**config.mk**
```make
export PLATFORM = sky130hd
export DESIGN_NAME = pke_front
export DESIGN_NICKNAME = d
export VERILOG_FILES = /design/src/pke_pkg.sv /design/src/pke_op_decode.sv /design/src/pke_front.sv
export VERILOG_INCLUDE_DIRS = /design/src
export SDC_FILE = /design/constraint.sdc
export NUM_CORES = 1
export LEC_CHECK = 0
export BUFFER_PORTS_ARGS = -buffer_cell sky130_fd_sc_hd__buf_2
export CORE_MARGIN = 2
export CORE_UTILIZATION = 55
export DETAILED_ROUTE_END_ITERATION = 12
export MAX_ROUTING_LAYER = met4
export PLACE_DENSITY = 0.85
export SYNTH_ARGS = -nofsm -noshare
export SYNTH_HDL_FRONTEND = slang
export SYNTH_HIERARCHICAL = 1
export SYNTH_SLANG_ARGS = --single-unit
```
**constraint.sdc**
```tcl
create_clock -name sys_clk_i -period 4.5 [get_ports sys_clk_i]
set_input_delay 0.225 -clock sys_clk_i [delete_from_list [all_inputs] [get_ports sys_clk_i]]
set_output_delay 0.225 -clock sys_clk_i [all_outputs]
set_load 0.02 [all_outputs]
```
**src/pke_defs.svh**
```systemverilog
// Register map, field positions and reset values of the key engine front end
`ifndef PKE_DEFS_SVH
`define PKE_DEFS_SVH

`define PKE_ADDR_CONFIG 32'h50006000
`define PKE_ADDR_COMMAND 32'h50006004
`define PKE_ADDR_CONTROL 32'h50006008
`define PKE_ADDR_STATUS 32'h5000600c
`define PKE_ADDR_VERSION 32'h50006010
`define PKE_ADDR_IRQ_STAT 32'h50006014
`define PKE_ADDR_IRQ_MASK 32'h50006018

`define PKE_CFG_PTR_A_LSB 0
`define PKE_CFG_PTR_B_LSB 8
`define PKE_CFG_PTR_C_LSB 16
`define PKE_CMD_RECOMP_BIT 31
`define PKE_CMD_SIGN_B_BIT 30
`define PKE_CMD_SIGN_A_BIT 29
`define PKE_CMD_SIZE_LSB 8
`define PKE_CMD_FIELD_BIT 7
`define PKE_CMD_OP_LSB 0
`define PKE_CTRL_START_BIT 0
`define PKE_STAT_BUSY_BIT 16
`define PKE_STAT_NOTINV_BIT 11

`define PKE_IRQ_DONE_BIT 0
`define PKE_IRQ_NOTINV_BIT 1
`define PKE_IRQ_REFUSED_BIT 2
`define PKE_IRQ_WIDTH 3

`define PKE_RESET_WORD 32'h00000000
// Arbitrary value, no meaning beyond identifying this build
`define PKE_VERSION_VALUE 32'h00010000
// Largest operand in 64-bit double words
`define PKE_MAX_DWORDS 8'h04

`define PKE_OPC_ADD 4'h1
`define PKE_OPC_SUB 4'h2
`define PKE_OPC_INV_ODD 4'h6
`define PKE_OPC_INV_EVEN 4'h9

`endif

```
**src/pke_pkg.sv**
```systemverilog
// Types shared by the key engine front end and its decoder
package pke_pkg;

  typedef enum logic [1:0] {
    PKE_OP_OTHER,
    PKE_OP_ADD,
    PKE_OP_SUB,
    PKE_OP_INV
  } pke_op_t;

  typedef struct packed {
    logic recompute_r_mod_n;
    logic coef_b_negative;
    logic coef_a_negative;
    logic [7:0] operand_size_dwords;
    logic binary_field;
    logic [6:0] operation_code;
    logic [4:0] operand_a_pointer;
    logic [4:0] operand_b_pointer;
    logic [4:0] result_pointer;
  } pke_cfg_t;

endpackage

```
**src/pke_op_decode.sv**
```systemverilog
// Operation code and operand size decoder of the key engine
`include "pke_defs.svh"

module pke_op_decode
  import pke_pkg::*;
(
  input wire logic [6:0] opcode_i,
  input wire logic [7:0] size_i,
  output pke_op_t op_o,
  output logic size_ok_o
);

  always_comb begin
    op_o = PKE_OP_OTHER;
    if (opcode_i[6:4] == 3'h0) begin
      case (opcode_i[3:0])
        `PKE_OPC_ADD: op_o = PKE_OP_ADD;
        `PKE_OPC_SUB: op_o = PKE_OP_SUB;
        `PKE_OPC_INV_ODD, `PKE_OPC_INV_EVEN: op_o = PKE_OP_INV;
        default: op_o = PKE_OP_OTHER;
      endcase
    end
  end

  // Sizes 2, 3 and 4 fall inside the range for either field
  assign size_ok_o = (size_i != 8'h00) &&
    (size_i <= `PKE_MAX_DWORDS);

endmodule

```
**src/pke_front.sv**
```systemverilog
// Register front end and launch control of the public key engine
`include "pke_defs.svh"

module pke_front
  import pke_pkg::*;
(
  input wire logic sys_clk_i,
  input wire logic rst_n_i,
  input wire logic [31:0] bus_addr_i,
  input wire logic [31:0] bus_wdata_i,
  input wire logic bus_wr_i,
  input wire logic bus_rd_i,
  output logic [31:0] bus_rdata_o,
  output logic irq_o,
  output logic core_start_o,
  output pke_cfg_t core_cfg_o,
  output pke_op_t core_op_o,
  input wire logic core_done_i,
  input wire logic core_rmodn_done_i,
  input wire logic core_not_inv_i
);

  logic [4:0] ptr_a_reg;
  logic [4:0] ptr_b_reg;
  logic [4:0] ptr_c_reg;
  logic recomp_reg;
  logic sign_b_reg;
  logic sign_a_reg;
  logic [7:0] size_reg;
  logic field_reg;
  logic [6:0] opcode_reg;
  logic busy_reg;
  logic not_inv_reg;
  logic [`PKE_IRQ_WIDTH-1:0] irq_stat_reg;
  logic [`PKE_IRQ_WIDTH-1:0] irq_mask_reg;
  logic [`PKE_IRQ_WIDTH-1:0] irq_stat_next;
  logic [31:0] rdata_next;
  pke_op_t op_dec;
  logic size_ok;
  logic wr_config;
  logic wr_command;
  logic start_req;
  logic launch;
  logic refused;
  logic finish;

  pke_op_decode u_decode (
    .opcode_i(opcode_reg),
    .size_i(size_reg),
    .op_o(op_dec),
    .size_ok_o(size_ok)
  );

  // Writes to settings are dropped while busy so a running job cannot tear
  assign wr_config = bus_wr_i && (bus_addr_i == `PKE_ADDR_CONFIG) &&
    !busy_reg;
  assign wr_command = bus_wr_i && (bus_addr_i == `PKE_ADDR_COMMAND) &&
    !busy_reg;
  assign start_req = bus_wr_i && (bus_addr_i == `PKE_ADDR_CONTROL) &&
    bus_wdata_i[`PKE_CTRL_START_BIT];
  assign launch = start_req && !busy_reg && size_ok;
  assign refused = start_req && !busy_reg && !size_ok;
  assign finish = busy_reg && core_done_i;

  always_ff @(posedge sys_clk_i or negedge rst_n_i) begin
    if (!rst_n_i) begin
      ptr_a_reg <= 5'h00;
      ptr_b_reg <= 5'h00;
      ptr_c_reg <= 5'h00;
    end else if (wr_config) begin
      ptr_a_reg <= bus_wdata_i[`PKE_CFG_PTR_A_LSB +: 5];
      ptr_b_reg <= bus_wdata_i[`PKE_CFG_PTR_B_LSB +: 5];
      ptr_c_reg <= bus_wdata_i[`PKE_CFG_PTR_C_LSB +: 5];
    end
  end

  always_ff @(posedge sys_clk_i or negedge rst_n_i) begin
    if (!rst_n_i) begin
      sign_b_reg <= 1'b0;
      sign_a_reg <= 1'b0;
      size_reg <= 8'h00;
      field_reg <= 1'b0;
      opcode_reg <= 7'h00;
    end else if (wr_command) begin
      sign_b_reg <= bus_wdata_i[`PKE_CMD_SIGN_B_BIT];
      sign_a_reg <= bus_wdata_i[`PKE_CMD_SIGN_A_BIT];
      size_reg <= bus_wdata_i[`PKE_CMD_SIZE_LSB +: 8];
      field_reg <= bus_wdata_i[`PKE_CMD_FIELD_BIT];
      opcode_reg <= bus_wdata_i[`PKE_CMD_OP_LSB +: 7];
    end
  end

  // A fresh set request beats the engine's clear in the same cycle
  always_ff @(posedge sys_clk_i or negedge rst_n_i) begin
    if (!rst_n_i) begin
      recomp_reg <= 1'b0;
    end else if (wr_command && bus_wdata_i[`PKE_CMD_RECOMP_BIT]) begin
      recomp_reg <= 1'b1;
    end else if (core_rmodn_done_i) begin
      recomp_reg <= 1'b0;
    end
  end

  always_ff @(posedge sys_clk_i or negedge rst_n_i) begin
    if (!rst_n_i) begin
      busy_reg <= 1'b0;
    end else if (launch) begin
      busy_reg <= 1'b1;
    end else if (finish) begin
      busy_reg <= 1'b0;
    end
  end

  always_ff @(posedge sys_clk_i or negedge rst_n_i) begin
    if (!rst_n_i) begin
      core_start_o <= 1'b0;
    end else begin
      core_start_o <= launch;
    end
  end

  // Snapshot at launch; the core never sees later register edits
  always_ff @(posedge sys_clk_i or negedge rst_n_i) begin
    if (!rst_n_i) begin
      core_cfg_o <= '0;
      core_op_o <= PKE_OP_OTHER;
    end else if (launch) begin
      core_cfg_o.operand_a_pointer <= ptr_a_reg;
      core_cfg_o.operand_b_pointer <= ptr_b_reg;
      core_cfg_o.result_pointer <= ptr_c_reg;
      core_cfg_o.recompute_r_mod_n <= recomp_reg;
      core_cfg_o.coef_b_negative <= sign_b_reg;
      core_cfg_o.coef_a_negative <= sign_a_reg;
      core_cfg_o.operand_size_dwords <= size_reg;
      core_cfg_o.binary_field <= field_reg;
      core_cfg_o.operation_code <= opcode_reg;
      core_op_o <= op_dec;
    end
  end

  always_ff @(posedge sys_clk_i or negedge rst_n_i) begin
    if (!rst_n_i) begin
      not_inv_reg <= 1'b0;
    end else if (launch) begin
      not_inv_reg <= 1'b0;
    end else if (finish && core_op_o == PKE_OP_INV && core_not_inv_i) begin
      not_inv_reg <= 1'b1;
    end
  end

  always_comb begin
    irq_stat_next = irq_stat_reg;
    if (bus_wr_i && bus_addr_i == `PKE_ADDR_IRQ_STAT) begin
      irq_stat_next = irq_stat_reg & ~bus_wdata_i[`PKE_IRQ_WIDTH-1:0];
    end
    if (finish) begin
      irq_stat_next[`PKE_IRQ_DONE_BIT] = 1'b1;
    end
    if (finish && core_op_o == PKE_OP_INV && core_not_inv_i) begin
      irq_stat_next[`PKE_IRQ_NOTINV_BIT] = 1'b1;
    end
    if (refused) begin
      irq_stat_next[`PKE_IRQ_REFUSED_BIT] = 1'b1;
    end
  end

  always_ff @(posedge sys_clk_i or negedge rst_n_i) begin
    if (!rst_n_i) begin
      irq_stat_reg <= '0;
    end else begin
      irq_stat_reg <= irq_stat_next;
    end
  end

  always_ff @(posedge sys_clk_i or negedge rst_n_i) begin
    if (!rst_n_i) begin
      irq_mask_reg <= '0;
    end else if (bus_wr_i && bus_addr_i == `PKE_ADDR_IRQ_MASK) begin
      irq_mask_reg <= bus_wdata_i[`PKE_IRQ_WIDTH-1:0];
    end
  end

  assign irq_o = |(irq_stat_reg & irq_mask_reg);

  always_comb begin
    rdata_next = `PKE_RESET_WORD;
    case (bus_addr_i)
      `PKE_ADDR_CONFIG: begin
        rdata_next[`PKE_CFG_PTR_A_LSB +: 5] = ptr_a_reg;
        rdata_next[`PKE_CFG_PTR_B_LSB +: 5] = ptr_b_reg;
        rdata_next[`PKE_CFG_PTR_C_LSB +: 5] = ptr_c_reg;
      end
      `PKE_ADDR_COMMAND: begin
        rdata_next[`PKE_CMD_RECOMP_BIT] = recomp_reg;
        rdata_next[`PKE_CMD_SIGN_B_BIT] = sign_b_reg;
        rdata_next[`PKE_CMD_SIGN_A_BIT] = sign_a_reg;
        rdata_next[`PKE_CMD_SIZE_LSB +: 8] = size_reg;
        rdata_next[`PKE_CMD_FIELD_BIT] = field_reg;
        rdata_next[`PKE_CMD_OP_LSB +: 7] = opcode_reg;
      end
      `PKE_ADDR_CONTROL: rdata_next[`PKE_CTRL_START_BIT] = busy_reg;
      `PKE_ADDR_STATUS: begin
        rdata_next[`PKE_STAT_BUSY_BIT] = busy_reg;
        rdata_next[`PKE_STAT_NOTINV_BIT] = not_inv_reg;
      end
      `PKE_ADDR_VERSION: rdata_next = `PKE_VERSION_VALUE;
      `PKE_ADDR_IRQ_STAT: rdata_next[`PKE_IRQ_WIDTH-1:0] = irq_stat_reg;
      `PKE_ADDR_IRQ_MASK: rdata_next[`PKE_IRQ_WIDTH-1:0] = irq_mask_reg;
      default: rdata_next = `PKE_RESET_WORD;
    endcase
  end

  // Data only in the cycle after the read strobe, zero elsewhere
  always_ff @(posedge sys_clk_i or negedge rst_n_i) begin
    if (!rst_n_i) begin
      bus_rdata_o <= `PKE_RESET_WORD;
    end else if (bus_rd_i) begin
      bus_rdata_o <= rdata_next;
    end else begin
      bus_rdata_o <= `PKE_RESET_WORD;
    end
  end
endmodule

```
### Word-level counts from Yosys, hierarchy flattened

Cells that the tools add are included.

* bits in latches: 0
* input port bits: 71
* logic and storage cells: 95
* bits in read-only memories: 0
* memory bits (writable): 0
* memories kept: 0
* register bits after elaboration: 111

* shifts and indexed selects: 0
* bitwise gates (word level): 3
* magnitude comparators: 1
* equal/unequal tests: 12
* multiplexer cells: 24
* add/sub/neg operators: 0
* multiply operators: 0
* reductions and logical operators: 28
* div/mod/pow operators: 0

Operators with widths (number)
* equality test 32 x 31 -> 1 bit (second input constant): 7
* 2-to-1 mux 32 bit: 1
* logical AND 1 bit: 16
* 2-to-1 mux 3 bit: 4
* nonzero test 2 bit: 6
* 2-to-1 mux 1 bit: 9
* <= comparator 8 x 3 -> 1 bit (second input constant): 1
* case mux 2 bit (4 select lines): 1
* nonzero test 8 bit: 1
* bitwise AND 3 bit: 2
* case mux 1 bit (3 select lines): 2
* case mux 2 bit (3 select lines): 1
* case mux 3 bit (2 select lines): 1
* case mux 1 bit (5 select lines): 1
* equality test 4 x 1 -> 1 bit (second input constant): 1
* equality test 4 x 2 -> 1 bit (second input constant): 1
* equality test 4 x 3 -> 1 bit (second input constant): 1
* equality test 4 bit (second input constant): 1
* 2-to-1 mux 4 bit: 1
* case mux 2 bit (2 select lines): 1
* logical NOT 3 bit: 1
* inverter 3 bit: 1
* OR reduction 3 bit: 1
* equality test 2 bit (second input constant): 1
* 4 further kinds: 5

### Logic depth before layout (Yosys ltp)

Gate-level depths: netlist (run 1).

* depth after elaboration: 6
* gate-level depth with buffers: 8
* mapped depth without buffers: 5

### Hierarchy

Netlist (run 1), hierarchy kept.

Modules (own cells, without submodules)
* pke_front: cells an instance 294, times used 1, area an instance 4314.1 um^2
* pke_op_decode: cells an instance 11, times used 1, area an instance 92.6 um^2

### Worst setup path before layout (run 1)

No wires, ideal clock.

* kind: reg2reg
* start: register size_reg[3]
* end: register core_cfg_o[14] in the netlist's numbering
* cell stages (with the launch flop): 8
* arrival: 2266 ps
* slack: 2109 ps
* required time: 4375 ps
* setup time: 125 ps
* period minus slack after synthesis: 2391 ps
* cells stage by stage: dfrtp_1 > or4_4 > nor4b_2 > nand3_1 > or4_4 > buf_6 > buf_6 > mux2_4

* longest elaborated chain between the ends: 3

RTL lines
* from (decl): RTL line pke_front.sv:29 `logic [7:0] size_reg;`
* from (signal assigned): RTL line pke_front.sv:87 `` size_reg <= bus_wdata_i[`PKE_CMD_SIZE_LSB +: 8]; ``
* <= comparator 8 x 3 -> 1 bit (no line) or nonzero test 8 bit (tied branches)
* logical AND 1 bit *: RTL line pke_op_decode.sv:26 `assign size_ok_o = (size_i != 8'h00) &&`
* net size_ok: RTL line pke_front.sv:39 `logic size_ok;`
* logical AND 1 bit *: RTL line pke_front.sv:61 `assign launch = start_req && !busy_reg && size_ok;`
* to (decl): RTL line pke_front.sv:16 `output pke_cfg_t core_cfg_o,`

The timed path passes the listed nets; every way through them passes the cells marked *.
A chain may end at the register's enable or synchronous reset.

### Final worst setup path (run 1)

Same ends and word-level chain as after synthesis.

==> results of run 1 <==
-- cells in the mapped netlist (2+ instances only) --
cell type	instances
a211oi_1	2
a22oi_1	3
or3_1	2
or4_4	2
nand4_1	2
inv_1	8
mux2_4	7
buf_6	2
buf_4	9
nand2_1	4
clkbuf_1	4
nor4_4	5
nor3b_1	4
and2_1	9
mux2i_1	8
dfrtp_1	103
a22o_1	3
mux2_2	67
nor4b_4	2
nand4_4	2
nand3_1	2
nor3_1	3
nand4bb_1	2
buf_2	4
a31oi_1	3
a21oi_1	4
o21ai_0	2
nor4_1	3
nor2_1	15
nor2b_1	2
-- report_power, final --
group | total [µW] | switching, µW | internal, µW
clock | 593 | 304 | 289
sequential | 926 | 0.812 | 926
combinational | 81.3 | 52.0 | 29.3
-- cell families after synthesis --
| kind of cell | Yosys count |
|---|---|
| flip-flops | 103 |
| multiplexers | 82 |
| AND/OR/NAND/NOR | 70 |
| buffers and inverters | 28 |
| AO/OA/AOI/OAI | 21 |
| other | 1 |
-- layout make-up --
| type | instances | area (µm²) | area share [%] |
|---|---|---|---|
| flip-flops and latches | 103 | 2577 | 48.60 |
| multi-input cells | 181 | 1697 | 31.99 |
| repair buffers | 129 | 663.1 | 12.50 |
| clock buffers | 12 | 155.1 | 2.925 |
| well taps | 102 | 127.6 | 2.406 |
| clock inverters | 4 | 53.80 | 1.014 |
| inverters | 8 | 30.03 | 0.5662 |
-- stage by stage --
step	power, µW	hold WS [ns]	instance area (µm²)	cells
finish	1601	0.08867	5304	539
global route	1669	0.07155	5304	539
CTS	1615	0.07383	5304	539
detailed placement	1026	0.3769	5085	522
global placement	1024	0.3594	5085	522
floorplan	976.4	-0.07059	4433	312
-- critical path, stage by stage, from the launching register on --
cell and delay [ns]:
dfrtp_1 0.42, or4_4 0.55, nor4b_2 0.38, nand3_1 0.12
or4_4 0.73, mux2_4 0.39
-- worst max-delay path by stage --
stage               slack [ns]              to  cells past startpoint
floorplan                 2.11  core_cfg_o[14]                      7
global placement          1.81  core_cfg_o[14]                      5
detailed placement        1.78  core_cfg_o[33]                      5
CTS                       1.79  core_cfg_o[14]                      5
global route              1.65  core_cfg_o[14]                      5
finish                    1.80  core_cfg_o[14]                      5
-- layer usage --
| metal | wire length (µm) | share of wire [%] | GRT usage, % |
|---|---|---|---|
| met1 | 3839 | 42 | 28.08 |
| met2 | 4485 | 49 | 36.03 |
| met3 | 618 | 6.8 | 4.835 |
| met5 | 0 | 0 | - |
| met4 | 154 | 1.7 | 8.211 |
-- what timing repair did --
item,4_1_cts,5_1_grt
endpoints found under the setup margin,0,0
endpoints found under the hold margin,49,0
hold buffers,1,0
==> out/qor.csv, run 1 <==
metric,value,unit
status,"finished, final reports clean",
Post-synth top flop,dfrtp_1,
global-route wire length before repair,14480,µm
Hold EP,recomp_reg,
Slew Limit Fails,0,
Post-Synth Adder-Cell Area,0,%
"Setup Fix Bufs, Post-CTS",0,
CTS tree,built,
Crit path arrival time,2.94,ns
Async SR Flop Fraction,100.0,%
H-tree Lvls,3,
row cnt,32,
total CTS buffers,9,
Gate Count Post-Synth,305,
total I/O pin count,141,
max cap viols,0,
clk_skew,0.009512,ns
Layout area overhead,20.36,%
#FFs+latches synth,103,
mux cell area share after synthesis,21.32,%
sequential area share after synthesis,58.49,%
simple-gate share of the synthesized area,13.17,%
post-CTS sizing,0,
Chip Height,93.51,µm
hold_sp,bus_wdata_i[31],
Reg-to-Reg End,core_cfg_o[14],
# diodes,0,
hold path depth,2,
vias in the first global route,2924,
setup TNS,0,ns
final antenna-violating net count,0,
Hold WC Path Type,in2reg,
Final HPWL DP,6410,µm
crit path from,size_reg[3],
largest family of logic cells by synthesized area,multiplexers,
P per Cell Area,301.8,nW/µm²
Yosys warning count,6,
required time worst endpoint,4.74,ns
Initial Utilization,57.03,%
maximum vdd drop,184.0,µV
clock buffer depth,2,
synth top area cells,"dfrtp_1 58%, mux2_2 17%, nor4_4 2.4%, mux2_4 2.4%, mux2i_1 1.8%",
Root Driver,clkbuf_8,
pre-CTS setup slack,1.785,ns
Die Span X,93.51,µm
CP Max Fanout,39,
CP Class,reg2reg,
CP startpoint kind,register,
clock sink total,103,
flop-to-flop setup slack,1.80,ns
TritonRoute pass-1 iters,7,
worst slew pin tran,0.8158,ns
GRT Overall Usage,22.35,%
fmax,369.9,MHz
Fillers,594,
clock-pin slew on the worst setup and hold paths,0.09,ns
Final Util,68.64,%
most frequent cells in the layout,"123 x buf_2, 103 x dfrtp_1, 67 x mux2_2",
Post-synth EDFFs,0,
RSZ-0062 raised after global routing,no,
DR WL/cell,16.88,µm
total number of vias,2894,
"most common cell after layout, fill and taps aside",buf_2,
Final Hold Viols,0,
mapped cell area,4407,µm²
drt first-iter violations,107,
largest net degree at the start of global routing,67,
worst-skew pair later-pin latency,0.35,ns
Worst R2R Path Depth,5,
Post-Syn Area per Cell,14.45,µm²
number of flip-flops in the largest register,34,
drc violations,0,
Synth Area in XOR/XNOR,0,%
crit end category,register,
post-synthesis compound-gate area fraction,3.322,%
share of cells above drive strength 1,53.32,%
gr ovfl total,0,
core area,7727,µm²
DR vias/cell,5.369,
"Net count, final",503,
PortBufs,124,
LEAKAGE,0.002905,µW
Post-Route WL,9097,µm
die area,8744,µm²
Synth area leader,dfrtp_1,
reg2reg start,size_reg[3],
initial antenna violation count,0,
GPL Wtd Cong,0.8721,
# setup viols final,0,
Tmin final,2.703,ns
area share of the largest cell type after synthesis,58.49,%
"Distinct cells, synth",47,
fraction of the cycle the final worst path needs,60.07,%
Worst slew margin,45.61,%
"crit path setup slack, layout",1.797,ns
Power figures use the tool's default switching activity.
==> run 2, diff against run 1 <==
- ABC_AREA: default -> 1
- CORE_UTILIZATION: 55 -> 51
- PLACE_DENSITY: 0.85 -> 0.79
- clock period: 4.5 -> 2.5 ns (I/O delays scaled with it)
==> out/qor.csv, run 2 <==
metric,value,unit,change
Gate Count Post-Synth,567,,+86%
clock buffer depth,2,,unchanged
CP Max Fanout,26,,-33%
Post-synth EDFFs,0,,unchanged
H-tree Lvls,3,,unchanged
top-count cell post-synth,nand2_1,,
# setup viols final,0,,unchanged
CP startpoint kind,register,,
clock-pin slew on the worst setup and hold paths,0.10,ns,about the same
synth top area cells,"dfrtp_1 55%, nand2_1 16%, nand4_1 5.2%, inv_1 4.7%, nor2_1 3.8%",,
RSZ-0062 raised after global routing,no,,
clock sink total,103,,unchanged
Worst R2R Path Depth,7,,+2
clk_skew,0.006486,ns,-0.003026 ns
Seq pwr share,57.5,%,-0.4 points
Chip Height,99.62,µm,+6.5%
"Distinct cells, synth",26,,-45%
gr ovfl total,0,,unchanged
"Net count, final",773,,+54%
#FFs+latches synth,103,,unchanged
Reg-to-Reg End,core_cfg_o[16],,
crit end category,register,,
Hold EP,ptr_c_reg[4],,
die area,9924,µm²,+13%
hold_sp,bus_wdata_i[20],,
top cell types by occurrence after synthesis,"198 x nand2_1, 103 x dfrtp_1, 59 x inv_1, 47 x nor2_1, 39 x nand4_1",,
Int Pwr,2207,µW,+77%
Layout area overhead,21.68,%,
CTS tree,built,,
maximum vdd drop,382.2,µV,+110%
DR WL/cell,14.12,µm,-16%
Final HPWL DP,8068,µm,+26%
row cnt,34,,+6.3%
GRT Overall Usage,24.61,%,+2.3 points
core area,8806,µm²,+14%
setup TNS,0,ns,unchanged
Async SR Flop Fraction,100.0,%,unchanged
hold path depth,3,,+1
Synth area leader,dfrtp_1,,
TritonRoute pass-1 iters,5,,-2
fmax,559.1,MHz,+51%
# diodes,0,,unchanged
Root Driver,clkbuf_8,,
vias in the first global route,4080,,+40%
max cap viols,0,,unchanged
Post-Syn Area per Cell,8.224,µm²,-43%
Die Span X,99.62,µm,+6.5%
initial antenna violation count,0,,unchanged
pre-CTS setup slack,0.5317,ns,-1.253 ns
DR vias/cell,5.270,,-1.8%
worst-skew pair later-pin latency,0.37,ns,+0.02 ns
LEAKAGE,0.003271,µW,+13%
Sw Pwr,692.4,µW,+94%
share of cells above drive strength 1,23.62,%,-30 points
total CTS buffers,9,,unchanged
Tmin final,1.788,ns,-0.9148 ns
status,"finished, final reports clean",,
Comb pwr share,5.8,%,+0.7 points
"most common cell after layout, fill and taps aside",nand2_1,,
Crit path arrival time,2.06,ns,-0.88 ns
Yosys warning count,6,,unchanged
GPL Wtd Cong,0.8480,,-2.8%
hold_ws,0.01002,ns,-0.07865 ns
design area,5674,µm²,+7.0%
placed cells,784,,+50%
P per Cell Area,511.1,nW/µm²,+69%
switch share,23.88,%,+1.6 points
Layout Cells excl Fill,815,,+51%
area share of the largest cell type after synthesis,55.27,%,-3.2 points
total number of vias,4295,,+48%
required time worst endpoint,2.77,ns,-1.97 ns
reg2reg start,size_reg[5],,
flop-to-flop setup slack,0.71,ns,-1.09 ns
worst slew pin tran,0.6963,ns,-0.1195 ns
global-route wire length before repair,18980,µm,+31%
"Cell Area, Placed",5323,µm²,+4.7%
final antenna-violating net count,0,,unchanged
PortBufs,124,,unchanged
post-CTS sizing,0,,unchanged
most frequent cells in the layout,"198 x nand2_1, 123 x buf_2, 103 x dfrtp_1",,
largest net degree at the start of global routing,55,,-18%
sequential area share after synthesis,55.27,%,-3.2 points
Slew Limit Fails,0,,unchanged
number of flip-flops in the largest register,34,,unchanged
Hold WC Path Type,in2reg,,
drt first-iter violations,311,,+190%
Initial Utilization,52.96,%,-4.1 points
"crit path setup slack, layout",0.7115,ns,-1.085 ns
Post-synth top flop,dfrtp_1,,
Final Hold Viols,0,,unchanged
Post-Route WL,11510,µm,+27%
Worst slew margin,53.58,%,+8.0 points
total I/O pin count,141,,unchanged
mapped cell area,4663,µm²,+5.8%
CP Class,reg2reg,,
drc violations,0,,unchanged
fraction of the cycle the final worst path needs,71.54,%,+11 points
clock power share,36.7,%,-0.4 points
run 2: changes by cell type in the layout (fill, tap and decap cells not counted), moves of 17 or more:
cell	change
nand2_1	+194
mux2_2	-67
inv_1	+51
nand4_1	+37
nand3_1	+32
nor2_1	+30
o21ai_1	+17
run 2: timing repair:
| item | in CTS | in global routing |
|---|---|---|
| hold endpoints to repair | 68 | 0 |
| setup buffers | 0 | 0 |
| hold buffers | 15 | 0 |
| endpoints found under the setup margin | 0 | 0 |
run 2: metrics by stage:
stage	total power (µW)	utilization (%)
after floorplan	1759	-
after global placement	1845	60.44
after detailed placement	1850	60.44
after CTS	2924	64.44
after global routing	2994	64.44
final	2900	64.44
run 2: cell type report:
class / count / area [µm²]
flip-flops and latches: 103 / 2577
clock buffers: 9 / 123.9
repair buffers: 148 / 853.3
clock inverters: 7 / 77.57
multi-input cells: 377 / 1669
well taps: 108 / 135.1
fillers: 743 / 3132
inverters: 63 / 237.7
run 2: routing by layer:
layer	vias to the layer above	part of all wire (%)	GRT usage, %
met5	-	0	-
met4	0	1.6	7.798
met3	18	5.6	4.357
met2	163	48	38.67
met1	2070	44	32.88
li1	2044	-	-
run 2: cell families after synthesis:
family                 synth area share, %
other                              0.08042
buffers and inverters                9.605
and+or+nand+nor                      31.29
AOI/OAI and AO/OA                    3.756
DFF                                  55.27
run 2: worst max path at each step:
stage	from	end	slack, ns
after floorplan	size_reg[5]	core_cfg_o[10]	0.93
after global placement	bus_addr_i[24]	core_cfg_o[15]	0.61
after detailed placement	bus_addr_i[27]	core_cfg_o[16]	0.53
after CTS	size_reg[5]	core_cfg_o[16]	0.71
after global routing	size_reg[5]	core_cfg_o[9]	0.53
final	size_reg[5]	core_cfg_o[16]	0.71
run 2: power groups by stage:
stage	clock network (µW)	registers, µW	logic (µW)
global route	1140	1670	187
floorplan	0	1700	58.5
detailed placement	0	1700	150
finish	1070	1670	167
CTS	1090	1670	168
global placement	0	1700	145
run 2: critical path, cell delays in order (launching register included):
cell and delay, ns:
dfrtp_1 0.42, nor3_1 0.23, nand2_1 0.09, nor2_2 0.15
nand3_2 0.30, buf_4 0.34, nand2_1 0.10, nand2_1 0.05
==> run 3, diff against run 2 <==
- CORE_UTILIZATION: 51 -> 46
- PLACE_DENSITY: 0.79 -> 0.75
- clock period: 2.5 -> 1.6 ns (I/O delays scaled with it)
==> out/qor.csv, run 3 (synthesis results as in run 2) <==
metric,value,unit,change
status,"finished, final reports clean",,
GRT Overall Usage,22.72,%,-1.9 points
final antenna-violating net count,0,,unchanged
Final Hold Viols,0,,unchanged
DR WL/cell,13.44,µm,-4.8%
Sw Pwr,1058,µW,+53%
clock power share,34.2,%,-2.5 points
TritonRoute pass-1 iters,5,,unchanged
total number of vias,4307,,+0.28%
total I/O pin count,141,,unchanged
CTS tree,built,,
DR vias/cell,4.956,,-6.0%
Chip Height,104.7,µm,+5.1%
drt first-iter violations,204,,-34%
Die Span X,104.7,µm,+5.1%
GPL Wtd Cong,0.8861,,+4.5%
RSZ-0062 raised after global routing,no,,
LEAKAGE,0.003413,µW,+4.3%
P per Cell Area,736.9,nW/µm²,+44%
"Net count, final",802,,+3.8%
# setup viols final,0,,unchanged
row cnt,36,,+5.9%
Final HPWL DP,8306,µm,+2.9%
Tmin final,1.496,ns,-0.2930 ns
clock buffer depth,2,,unchanged
CP Class,reg2reg,,
maximum vdd drop,628.3,µV,+64%
CP Max Fanout,24,,-7.7%
switch share,24.03,%,+0.16 points
total CTS buffers,9,,unchanged
flop-to-flop setup slack,0.10,ns,-0.61 ns
Slew Limit Fails,0,,unchanged
crit end category,register,,
number of flip-flops in the largest register,34,,unchanged
fmax,668.7,MHz,+20%
"Setup Fix Bufs, Post-CTS",0,,unchanged
Crit path arrival time,1.76,ns,-0.30 ns
worst-skew pair later-pin latency,0.37,ns,about the same
vias in the first global route,4178,,+2.4%
Seq pwr share,59.2,%,+1.7 points
initial antenna violation count,0,,unchanged
CP startpoint kind,register,,
clk_skew,0.006793,ns,+0.0003062 ns
Root Driver,clkbuf_8,,
die area,10960,µm²,+10%
PortBufs,124,,unchanged
hold_ws,0.02720,ns,+0.01719 ns
fraction of the cycle the final worst path needs,93.47,%,+22 points
core area,9819,µm²,+12%
most frequent cells in the layout,"198 x nand2_1, 123 x buf_2, 103 x dfrtp_1",,
required time worst endpoint,1.86,ns,-0.91 ns
drc violations,0,,unchanged
"crit path setup slack, layout",0.1045,ns,-0.6070 ns
Post-Route WL,11680,µm,+1.5%
Int Pwr,3343,µW,+51%
max cap viols,0,,unchanged
clock-pin slew on the worst setup and hold paths,0.10,ns,about the same
"most common cell after layout, fill and taps aside",nand2_1,,
# diodes,0,,unchanged
share of cells above drive strength 1,25.41,%,+1.8 points
largest net degree at the start of global routing,56,,+1.8%
Initial Utilization,47.49,%,-5.5 points
Hold WC Path Type,in2reg,,
Layout area overhead,28.07,%,
H-tree Lvls,3,,unchanged
gr ovfl total,0,,unchanged
global-route wire length before repair,19480,µm,+2.7%
pre-CTS setup slack,-0.03392,ns,-0.5656 ns
Comb pwr share,6.6,%,+0.8 points
clock sink total,103,,unchanged
-- run 3: cell count changes in the layout (fill, tap and decap cells not counted), moves of 2 or more --
cell	before	now
dlygate4sd3_1	15	26
clkinvlp_4	0	3
buf_12	1	3
buf_4	9	25
-- run 3: critical path: stages, from the launching register on --
cell,delay (ns)
dfrtp_1,0.41
nor3_2,0.21
nand2_1,0.11
nor2_4,0.14
nand3_2,0.10
buf_4,0.24
nand2_1,0.11
nand2_1,0.06
-- run 3: repair_timing --
| action | 4_1_cts | 5_1_grt |
|---|---|---|
| gates resized for setup | 0 | 4 |
| endpoints found under the setup margin | 0 | 36 |
| endpoints found under the hold margin | 137 | 0 |
| hold buffers | 26 | 0 |
-- run 3: final cells by class --
type | count | area [µm²]
Fill cell | 876 | 3847
Sequential cell | 103 | 2577
Multi-Input combinational cell | 377 | 1684
Timing Repair Buffer | 177 | 1124
Inverter | 63 | 237.7
Tap cell | 133 | 166.4
Clock buffer | 10 | 137.6
Clock inverter | 6 | 45.04
-- run 3: metal layers --
layer	vias up	part of all wire [%]	wire (µm)	GRT usage, %
li1	2102	-	-	-
met1	2011	42	4881	27.85
met2	172	50	5807	37.58
met3	22	6.6	768	5.053
met4	0	1.9	224	7.524
met5	-	0	0	-
-- run 3: path summary, 6_finish.rpt --
check,to,cells past startpoint,startpoint
worst min register to register,core_cfg_o[9],2,core_cfg_o[9]
worst max register to register,core_cfg_o[31],7,size_reg[5]
min in group asynchronous,bus_rdata_o[16],2,rst_n_i
max in group asynchronous,field_reg,3,rst_n_i
worst max-delay path,core_cfg_o[31],7,size_reg[5]
worst min-delay path,ptr_a_reg[1],3,bus_wdata_i[1]
-- run 3: power groups by stage --
| stage | combinational (µW) | sequential [µW] | clock (µW) |
|---|---|---|---|
| 3_5_place_dp | 242 | 2660 | 0 |
| 5_1_grt | 324 | 2610 | 1640 |
| 2_1_floorplan | 91.4 | 2660 | 0 |
| 4_1_cts | 291 | 2610 | 1540 |
| 3_3_place_gp | 236 | 2660 | 0 |
| 6_report | 291 | 2610 | 1500 |
-- run 3: metrics by stage --
step	total power [µW]	TNS (ns)	cells	cell area, µm²	utilization, %
floorplan	2748	0	574	4690	-
global placement	2892	0	827	5514	56.15
detailed placement	2899	-0.1623	827	5514	56.15
CTS	4435	0	869	5957	60.67
global route	4568	0	869	5972	60.82
finish	4401	0	869	5972	60.82
